--- config.mk ---
export PLATFORM = sky130hd
export DESIGN_NAME = fmu_unit
export DESIGN_NICKNAME = d
export VERILOG_FILES = /design/src/design/fmu_pkg.sv /design/src/design/fmu_q15_lane.sv /design/src/design/fmu_unit.sv
export SDC_FILE = /design/constraint.sdc
export NUM_CORES = 2
export LEC_CHECK = 0
export BUFFER_PORTS_ARGS = -buffer_cell sky130_fd_sc_hd__buf_2
export CAP_MARGIN = 30
export CELL_PAD_IN_SITES_DETAIL_PLACEMENT = 0
export CELL_PAD_IN_SITES_GLOBAL_PLACEMENT = 1
export CORE_MARGIN = 8
export CORE_UTILIZATION = 45
export DETAILED_ROUTE_END_ITERATION = 8
export PLACE_DENSITY_LB_ADDON = 0.1
export SETUP_SLACK_MARGIN = 0.2
export SLEW_MARGIN = 20
export SYNTH_ARGS = -nofsm -noshare
export SYNTH_HDL_FRONTEND = slang
export SYNTH_HIERARCHICAL = 1
export SYNTH_SLANG_ARGS = --single-unit
--- constraint.sdc ---
create_clock -name core_clk -period 13.59 [get_ports core_clk]
set_input_delay 2.718 -clock core_clk [delete_from_list [all_inputs] [get_ports core_clk]]
set_output_delay 2.718 -clock core_clk [all_outputs]
set_load 0.01 [all_outputs]
--- src/design/fmu_pkg.sv ---
// Constants and types shared by the fractional multiply and mul-sub unit.
// Operation
// RQ1: A Q15 lane with both inputs 0x8000 gives 0x7FFF and sets flag bit 21.
// RQ2: An unsaturated Q15 lane shifts its product left one and keeps 31..16.
// RQ3: The Q15 pair packs the upper lane in 31..16 and the lower in 15..0.
// RQ4: The Q31 multiply shifts its 64-bit product left one, keeps upper 32.
// RQ5: A Q31 multiply of two most negative inputs gives the largest Q31.
// RQ6: A saturating Q31 word multiply writes a one to overflow flag bit 21.
// RQ7: Saturating multiplies leave accumulators one to three unchanged.
// RQ8: No exception depends on operand values; overflow goes to flags only.
// RQ9: Absent or disabled extension raises its exception and runs nothing.
// RQ10: Mul-sub decodes by major 000000, minor 111100, sub 10110010.
// RQ11: The 2-bit select picks one of four accumulators, zero the base one.
// RQ12: Mul-sub takes lower from upper halfword product as 33-bit value.
// RQ13: The difference is sign-extended and added unsaturated to the sum.
// RQ14: Mul-sub-accumulate never modifies any overflow flag bit.
// RQ15: Software saves accumulator zero around saturating multiplies.
// RQ16: Overflow flags are set by sticky OR and never cleared here.
package fmu_pkg;
  localparam int          OP_W        = 32;
  localparam int          ACC_W       = 64;
  localparam int          NUM_ACC     = 4;
  localparam int          FLAG_W      = 8;
  localparam int          FLAG_LSB    = 16;
  localparam int          SAT_BIT     = 21;
  localparam logic [5:0]  MAJOR_OP    = 6'h00;
  localparam logic [5:0]  MINOR_OP    = 6'h3C;
  localparam logic [7:0]  MULSA_SUB   = 8'hB2;
  localparam logic [9:0]  Q15_SUB     = 10'h155;
  localparam logic [9:0]  Q31_SUB     = 10'h195;
  localparam logic [15:0] Q15_MIN     = 16'h8000;
  localparam logic [15:0] Q15_MAX     = 16'h7FFF;
  localparam logic [31:0] Q31_MIN     = 32'h80000000;
  localparam logic [31:0] Q31_MAX     = 32'h7FFFFFFF;
  // Operation chosen by the decoder.
  typedef enum logic [1:0]
  {
    FMU_OP_NONE  = 2'b00,
    FMU_OP_Q15   = 2'b01,
    FMU_OP_Q31   = 2'b10,
    FMU_OP_MULSA = 2'b11
  } fmu_op_t;
endpackage

--- src/design/fmu_q15_lane.sv ---
// One saturating Q15 lane of the paired halfword multiply.
`timescale 1ns/10ps
module fmu_q15_lane
  import fmu_pkg::*;
(
  input  wire logic [15:0] a_in,
  input  wire logic [15:0] b_in,
  output logic      [15:0] lane_out,
  output logic             lane_sat
);
  wire logic signed [31:0] prod;
  wire logic        [31:0] shifted;

  // Signed product, shifted left with a zero fill.
  assign prod     = $signed(a_in) * $signed(b_in);
  assign shifted  = {prod[30:0], 1'b0};                      // RQ2
  assign lane_sat = (a_in == Q15_MIN) && (b_in == Q15_MIN);  // RQ1
  assign lane_out = lane_sat ? Q15_MAX : shifted[31:16];     // RQ1 RQ2
endmodule // fmu_q15_lane

--- src/design/fmu_unit.sv ---
// Fractional multiply and halfword mul-sub-accumulate execution unit.
`timescale 1ns/10ps
module fmu_unit
  import fmu_pkg::*;
(
  input  wire logic              core_clk,
  input  wire logic              rst,
  input  wire logic              issue_valid,
  input  wire logic [31:0]       instr_word,
  input  wire logic [OP_W-1:0]   first_operand_reg,
  input  wire logic [OP_W-1:0]   second_operand_reg,
  input  wire logic              dsp_present,
  input  wire logic              dsp_enabled,
  output logic      [OP_W-1:0]   result_data_ff,
  output logic                   result_valid_ff,
  output logic                   acc0_touched_ff,
  output logic                   resv_instr_exc_ff,
  output logic                   dsp_disabled_exc_ff,
  output logic      [FLAG_W-1:0] ovf_flags_ff,
  output logic      [ACC_W-1:0]  acc_read_data,
  input  wire logic [1:0]        acc_read_sel
);
  ////////////////////////////////////////////////////////////////////////
  // Decode.
  wire logic        major_hit;
  wire logic        q15_hit;
  wire logic        q31_hit;
  wire logic        mulsa_hit;
  wire logic        any_hit;
  wire logic        may_exec;
  wire logic [1:0]  sum_register_select;
  fmu_op_t          op_sel;

  assign major_hit = instr_word[31:26] == MAJOR_OP;
  assign q15_hit   = major_hit && instr_word[9:0] == Q15_SUB;
  assign q31_hit   = major_hit && instr_word[9:0] == Q31_SUB;
  assign mulsa_hit = major_hit && instr_word[5:0] == MINOR_OP
                     && instr_word[13:6] == MULSA_SUB;   // RQ10
  assign sum_register_select = instr_word[15:14];         // RQ10 RQ11
  assign any_hit   = issue_valid && (q15_hit || q31_hit || mulsa_hit);
  assign may_exec  = dsp_present && dsp_enabled;          // RQ9

  // Selection chain, mul-sub first since its field overlaps.
  always_comb
  begin
    op_sel = FMU_OP_NONE;
    if (!any_hit || !may_exec)
      op_sel = FMU_OP_NONE;
    else if (mulsa_hit)
      op_sel = FMU_OP_MULSA;
    else if (q31_hit)
      op_sel = FMU_OP_Q31;
    else
      op_sel = FMU_OP_Q15;
  end

  ////////////////////////////////////////////////////////////////////////
  // Paired Q15 multiply: one lane module per halfword.
  logic [15:0] lane_res [2];
  logic [1:0]  lane_sat;
  genvar gi;
  generate
    for (gi = 0; gi < 2; gi++)
    begin : g_lane
      fmu_q15_lane u_lane
      (
        .a_in     (first_operand_reg[gi*16 +: 16]),
        .b_in     (second_operand_reg[gi*16 +: 16]),
        .lane_out (lane_res[gi]),
        .lane_sat (lane_sat[gi])
      );
    end
  endgenerate
  wire logic [31:0] q15_result;
  wire logic        q15_sat;
  assign q15_result = {lane_res[1], lane_res[0]};          // RQ3
  assign q15_sat    = |lane_sat;                           // RQ1

  ////////////////////////////////////////////////////////////////////////
  // Q31 word multiply.
  wire logic signed [63:0] q31_prod;
  wire logic        [63:0] q31_shift;
  wire logic               q31_sat;
  wire logic        [31:0] q31_result;
  assign q31_prod   = $signed(first_operand_reg) * $signed(second_operand_reg);
  assign q31_shift  = {q31_prod[62:0], 1'b0};              // RQ4
  assign q31_sat    = first_operand_reg == Q31_MIN
                      && second_operand_reg == Q31_MIN;    // RQ5
  assign q31_result = q31_sat ? Q31_MAX : q31_shift[63:32]; // RQ4 RQ5

  ////////////////////////////////////////////////////////////////////////
  // Integer halfword multiply-subtract-accumulate.
  wire logic signed [31:0] prod_hi;
  wire logic signed [31:0] prod_lo;
  wire logic signed [32:0] dotp;
  wire logic        [63:0] dotp_ext;
  wire logic        [63:0] acc_sum;
  logic             [ACC_W-1:0] acc_ff [NUM_ACC];
  assign prod_hi  = $signed(first_operand_reg[31:16])
                    * $signed(second_operand_reg[31:16]);  // RQ12
  assign prod_lo  = $signed(first_operand_reg[15:0])
                    * $signed(second_operand_reg[15:0]);   // RQ12
  assign dotp     = 33'(prod_hi) - 33'(prod_lo);           // RQ12
  assign dotp_ext = {{31{dotp[32]}}, dotp};                // RQ13
  // Plain wrapping add; the integer form has no saturation.
  assign acc_sum  = acc_ff[sum_register_select] + dotp_ext; // RQ13 RQ11
  assign acc_read_data = acc_ff[acc_read_sel];

  ////////////////////////////////////////////////////////////////////////
  // Accumulators. The saturating multiplies leave every accumulator alone,
  // which is a legal choice for the base pair and required for the rest.
  generate
    for (gi = 0; gi < NUM_ACC; gi++)
    begin : g_acc
      always_ff @(posedge core_clk)
      begin
        if (rst)
          acc_ff[gi] <= '0;
        else if (op_sel == FMU_OP_MULSA && sum_register_select == 2'(gi))
          acc_ff[gi] <= acc_sum;                           // RQ13 RQ7
      end
    end
  endgenerate

  ////////////////////////////////////////////////////////////////////////
  // Overflow flags: sticky OR only, never cleared by execution.
  wire logic [FLAG_W-1:0] set_mask;
  wire logic              sat_event;
  assign sat_event = (op_sel == FMU_OP_Q15 && q15_sat)
                     || (op_sel == FMU_OP_Q31 && q31_sat);  // RQ6 RQ14
  assign set_mask  = FLAG_W'(sat_event) << (SAT_BIT - FLAG_LSB);
  always_ff @(posedge core_clk)
  begin
    if (rst)
      ovf_flags_ff <= '0;
    else
      ovf_flags_ff <= ovf_flags_ff | set_mask;             // RQ16 RQ6
  end

  ////////////////////////////////////////////////////////////////////////
  // Result, completion and exception outputs. Exceptions come only from
  // the extension state, never from operand values.
  wire logic [31:0] nxt_result;
  assign nxt_result = (op_sel == FMU_OP_Q31) ? q31_result : q15_result;
  always_ff @(posedge core_clk)
  begin
    if (rst)
    begin
      result_data_ff      <= '0;
      result_valid_ff     <= 1'b0;
      acc0_touched_ff     <= 1'b0;
      resv_instr_exc_ff   <= 1'b0;
      dsp_disabled_exc_ff <= 1'b0;
    end
    else
    begin
      if (op_sel == FMU_OP_Q15 || op_sel == FMU_OP_Q31)
        result_data_ff <= nxt_result;                      // RQ3 RQ4
      result_valid_ff     <= op_sel == FMU_OP_Q15 || op_sel == FMU_OP_Q31;
      acc0_touched_ff     <= op_sel == FMU_OP_MULSA
                             && sum_register_select == 2'h0;
      resv_instr_exc_ff   <= any_hit && !dsp_present;      // RQ9 RQ8
      dsp_disabled_exc_ff <= any_hit && dsp_present && !dsp_enabled; // RQ9
    end
  end

  ////////////////////////////////////////////////////////////////////////
  // Checks. Each implication looks one edge after the decoded operation, when the
  // registered outputs carry its effect.

  // Independent lower-lane reference, so a broken lane module shows up.
  wire logic signed [31:0] chk_lo_prod;
  wire logic               chk_lo_sat;
  wire logic               flag_bit;
  assign chk_lo_prod = $signed(first_operand_reg[15:0])
                       * $signed(second_operand_reg[15:0]);
  assign chk_lo_sat  = first_operand_reg[15:0] == Q15_MIN
                       && second_operand_reg[15:0] == Q15_MIN;
  assign flag_bit    = ovf_flags_ff[SAT_BIT-FLAG_LSB];

  // A saturating Q31 multiply returns the largest positive value.
  a_q31_sat_value: assert property ( // RQ5
    @(posedge core_clk) disable iff (rst)
    op_sel == FMU_OP_Q31 && q31_sat |=> result_data_ff == Q31_MAX)
    else $error("q31 saturation value wrong");

  // The same case leaves the overflow flag set.
  a_q31_sat_flag: assert property ( // RQ6
    @(posedge core_clk) disable iff (rst)
    op_sel == FMU_OP_Q31 && q31_sat |=> flag_bit)
    else $error("q31 saturation flag not set");

  // The lanes land in their own halves of the result.
  a_q15_pack: assert property ( // RQ3
    @(posedge core_clk) disable iff (rst)
    op_sel == FMU_OP_Q15 |=> result_data_ff == $past(q15_result))
    else $error("q15 pair packing wrong");

  // Lower lane saturation value and flag.
  a_q15_lane_sat: assert property ( // RQ1
    @(posedge core_clk) disable iff (rst)
    op_sel == FMU_OP_Q15 && chk_lo_sat
    |=> result_data_ff[15:0] == Q15_MAX && flag_bit)
    else $error("q15 lane saturation wrong");

  // Upper lane saturation value and flag.
  a_q15_hi_sat: assert property ( // RQ1
    @(posedge core_clk) disable iff (rst)
    op_sel == FMU_OP_Q15 && first_operand_reg[31:16] == Q15_MIN
    && second_operand_reg[31:16] == Q15_MIN
    |=> result_data_ff[31:16] == Q15_MAX && flag_bit)
    else $error("q15 upper lane saturation wrong");

  // An unsaturated lower lane keeps product bits 30..15.
  a_q15_trunc: assert property ( // RQ2
    @(posedge core_clk) disable iff (rst)
    op_sel == FMU_OP_Q15 && !chk_lo_sat
    |=> result_data_ff[15:0] == $past(chk_lo_prod[30:15]))
    else $error("q15 lane truncation wrong");

  // An unsaturated Q31 multiply keeps the upper shifted word.
  a_q31_trunc: assert property ( // RQ4
    @(posedge core_clk) disable iff (rst)
    op_sel == FMU_OP_Q31 && !q31_sat
    |=> result_data_ff == $past(q31_shift[63:32]))
    else $error("q31 truncation wrong");

  // No flag bit ever drops back to zero.
  a_flag_sticky: assert property ( // RQ16
    @(posedge core_clk) disable iff (rst)
    (ovf_flags_ff & $past(ovf_flags_ff)) == $past(ovf_flags_ff))
    else $error("overflow flag cleared");

  // Without a saturation event the flags do not move at all.
  a_flags_quiet: assert property ( // RQ16
    @(posedge core_clk) disable iff (rst)
    !sat_event |=> $stable(ovf_flags_ff))
    else $error("overflow flags changed without saturation");

  // Mul-sub leaves the flag field alone.
  a_mulsa_flags: assert property ( // RQ14
    @(posedge core_clk) disable iff (rst)
    op_sel == FMU_OP_MULSA |=> $stable(ovf_flags_ff))
    else $error("mul-sub touched flags");

  // The selected accumulator takes the wrapped sum.
  a_mulsa_acc: assert property ( // RQ13
    @(posedge core_clk) disable iff (rst)
    op_sel == FMU_OP_MULSA
    |=> acc_ff[$past(sum_register_select)] == $past(acc_sum))
    else $error("accumulator write wrong");

  // A non-zero select leaves the base pair alone.
  a_mulsa_sel_keep: assert property ( // RQ11
    @(posedge core_clk) disable iff (rst)
    op_sel == FMU_OP_MULSA && sum_register_select != 2'h0
    |=> $stable(acc_ff[0]))
    else $error("unselected base accumulator changed");

  // Saturating multiplies keep accumulators one to three.
  a_sat_acc_keep: assert property ( // RQ7
    @(posedge core_clk) disable iff (rst)
    op_sel == FMU_OP_Q31 || op_sel == FMU_OP_Q15
    |=> $stable(acc_ff[1]) && $stable(acc_ff[2]) && $stable(acc_ff[3]))
    else $error("accumulator changed by saturating multiply");

  // A refused instruction raises an exception and produces no result.
  a_no_exec_exc: assert property ( // RQ9
    @(posedge core_clk) disable iff (rst)
    any_hit && !may_exec |=> !result_valid_ff
    && (resv_instr_exc_ff || dsp_disabled_exc_ff))
    else $error("exception case executed");

  // The two exception kinds never stand together.
  a_exc_exclusive: assert property ( // RQ9
    @(posedge core_clk) disable iff (rst)
    !(resv_instr_exc_ff && dsp_disabled_exc_ff))
    else $error("both exception pulses raised");

  // An executed multiply never raises an exception, whatever its operands.
  a_exec_no_exc: assert property ( // RQ8
    @(posedge core_clk) disable iff (rst)
    op_sel != FMU_OP_NONE |=> !resv_instr_exc_ff && !dsp_disabled_exc_ff)
    else $error("exception raised by executed multiply");
endmodule // fmu_unit

==> results.sh <==
export IMPL_critPathKind="input port to register"
export IMPL_dp_cells=12000
export IMPL_clock_skew_ns=0.0772
export IMPL_cp_required_ns=13.93
export IMPL_finalCritPeriodShare=0.936
export IMPL_setup_viol=0
export IMPL_cp_end_kind="register"
export IMPL_ys_seq_area_frac=0.0944
export IMPL_die_w_um=461
export IMPL_yosysUniqueCellTypes=109
export IMPL_netlist_area_um2=89300
export IMPL_cp_arrival_ns=13.05
export IMPL_crit_family="adder cells"
export IMPL_rsz0062_at_grt="false"
export IMPL_drc=0
export IMPL_clkTransAtPathRegs_ns=0.06
export IMPL_min_from="result_data_ff[19]"
export IMPL_grt_pass1_vias=68600
export IMPL_dr_pass1_iters=5
export IMPL_synth_area_top_cells="fa_1 47%, inv_1 11%, edfxtp_1 8.6%"
export IMPL_drv_cap=0
export IMPL_rr_worst_depth=15
export IMPL_fin_area_um2=95000
export IMPL_cts_setup_buffers=0
export IMPL_hold_viol_final=0
export IMPL_cts_tree="built"
export IMPL_critical_path_max_fanout=17
export IMPL_ys_flop_type="edfxtp_1"
export IMPL_fin_nets=12100
export IMPL_ant_nets=0
export IMPL_ios=211
export IMPL_critical_path_max_stage_delay_ns=0.80
export IMPL_port_buffer_count=193
export IMPL_async_flop_share=0
export IMPL_min_path_cells=2
export IMPL_drive_gt1_frac=0.0721
export IMPL_finalNonFillerCells=12000
export IMPL_synth_seq_cells=293
export IMPL_grt_max_degree=66
export IMPL_synth_top_area_cell="fa_1"
export IMPL_coreArea_um2=197000
export IMPL_routed_wirelength_mm=276
export IMPL_cp_start_kind="input port"
export IMPL_place_congestion=0.888
export IMPL_grt_usage=0.266
export IMPL_dpl_hpwl_mm=226
export IMPL_synth_edf_count=256
export IMPL_status="complete, no violations"
export IMPL_antenna_found_initial=17
export IMPL_vias=62800
export IMPL_crit_slowest_cell="fa_1"
export IMPL_ctsResizeCount=0
export IMPL_start_util=0.453
export IMPL_reg2reg_from="acc_ff[3][0]"
export IMPL_drtIter0Drc=3984
export IMPL_min_delay_worst_endpoint="result_data_ff[19]"
export IMPL_avgViaCountPerCell=5.22
export IMPL_netlist_instances=9273
export IMPL_path_common_cell="fa_1"
export IMPL_clock_latency_ns=0.66
export IMPL_synth_common_cells="2615 x inv_1, 2115 x fa_1, 1028 x nand2_1, 607 x and2_1, 565 x ha_1"
export IMPL_std_cell_rows=163
export IMPL_max_freq_mhz=78.6
export IMPL_hp_class="register to register"
export IMPL_die_area_um2=213000
export IMPL_avgSynthCellArea_um2=9.63
export IMPL_relSlewSlack=0.379
export IMPL_overflow=0
export IMPL_final_core_util=0.482
export IMPL_yosysWarningCount=6
export IMPL_die_y_um=461
export IMPL_cts_root_buffer="clkbuf_16"
export IMPL_wl_per_cell_um=23.0
export IMPL_grt_first_pass_wirelength_mm=427
export IMPL_numCtsBuffers=29
export IMPL_htreeDepth=1
export IMPL_reg2reg_to="acc_ff[2][40]"
export IMPL_yosysMostFrequentCell="inv_1"
export IMPL_yosysTopAreaCellShare=0.474
export IMPL_cts_hold_buf=0
export IMPL_cp_num_buf_inv=6
export IMPL_finalCriticalPeriod_ns=12.72
export IMPL_cts_buffer_depth=3
export IMPL_worst_r2r_setup_slack_ns=8.95
export IMPL_worst_slew_pin_slew_ns=0.927
export IMPL_place_area_um2=93900
export IMPL_finalSetupTns_ns=0
export IMPL_cts_sinks=293
export IMPL_slew_viol_final=0
export IMPL_syn_to_final_growth_pct=6.41
[state kept, by name, summed over array words and instances (netlist names)]
register and cells:
result_valid_ff 1, ovf_flags_ff 1, resv_instr_exc_ff 1, acc0_touched_ff 1, acc_ff 256, dsp_disabled_exc_ff 1
result_data_ff 32
[cell type report]
cell class,count,area [um2]
repair buffers,425,2810
fillers,19100,102000
inverters,2617,9820
diodes,10,25.0
clock inverters,20,244
clock buffers,31,733
well taps,2640,3300
multi-input cells,5986,69600
flip-flops and latches,293,8430
[worst max path at each step]
stage | from | endpoint | cells after the start
3_3_place_gp | second_operand_reg[17] | acc_ff[3][46] | 37
2_1_floorplan | second_operand_reg[17] | acc_ff[3][50] | 37
3_5_place_dp | second_operand_reg[17] | acc_ff[2][46] | 37
6_report | second_operand_reg[2] | acc_ff[2][60] | 36
5_1_grt | second_operand_reg[17] | acc_ff[2][46] | 37
4_1_cts | second_operand_reg[17] | acc_ff[2][46] | 37
[layer usage]
layer | vias up | track usage | share of wire
li1 | 27600 | - | -
met1 | 33100 | 0.370 | 0.43
met2 | 1786 | 0.434 | 0.47
met3 | 360 | 0.0361 | 0.061
met4 | 6 | 0.0819 | 0.036
met5 | - | 0.00249 | 0.00037
[logic make-up after synthesis]
kind of cell	synth area share
buffers and inverters	0.127
XOR/XNOR	0.0193
other	0.0000420
AND/OR/NAND/NOR	0.125
AO/OA/AOI/OAI	0.0482
adder cells (fa/ha/maj)	0.553
multiplexers	0.0328
flip-flops	0.0944
[through the flow]
| stage | setup slack [ns] | hold WS [ns] |
|---|---|---|
| after floorplan | 0.725 | 0.463 |
| after global placement | 0.284 | 0.426 |
| after detailed placement | 0.244 | 0.430 |
| after CTS | 0.847 | 0.440 |
| after global routing | 0.222 | 0.463 |
| final | 0.874 | 0.436 |
[worst reg2reg max path: cells and delay by family (launching register included)]
| family | cells | cell delay (ns) |
|---|---|---|
| buffers and inverters | 1 | 0.10 |
| AND/OR/NAND/NOR | 3 | 0.34 |
| multiplexers | 1 | 0.48 |
| adder cells (fa/ha/maj) | 2 | 0.49 |
| flip-flops | 1 | 0.39 |
| XOR/XNOR | 1 | 0.35 |
| AO/OA/AOI/OAI | 7 | 2.23 |
[layout by cell type (no fill, tap or decap), types with 29 or more instances in the layout]
cell          n
a21o_1      102
a21oi_1     192
and2_1      607
buf_2       189
buf_4       230
clkbuf_16    29
dfxtp_1      37
edfxtp_1    256
fa_1       2115
ha_1        565
inv_1      2615
mux4_2      128
nand2_1    1026
nand2b_1     61
nand3_1      50
nand4_1      38
nor2_1      367
nor2b_1      38
nor3_1       33
nor4_1       36
o21ai_0     108
xnor2_1     122
xor2_1       60
Power is not shown: default switching activity piles up to over one toggle a cycle in this logic, so the estimate is an artifact.
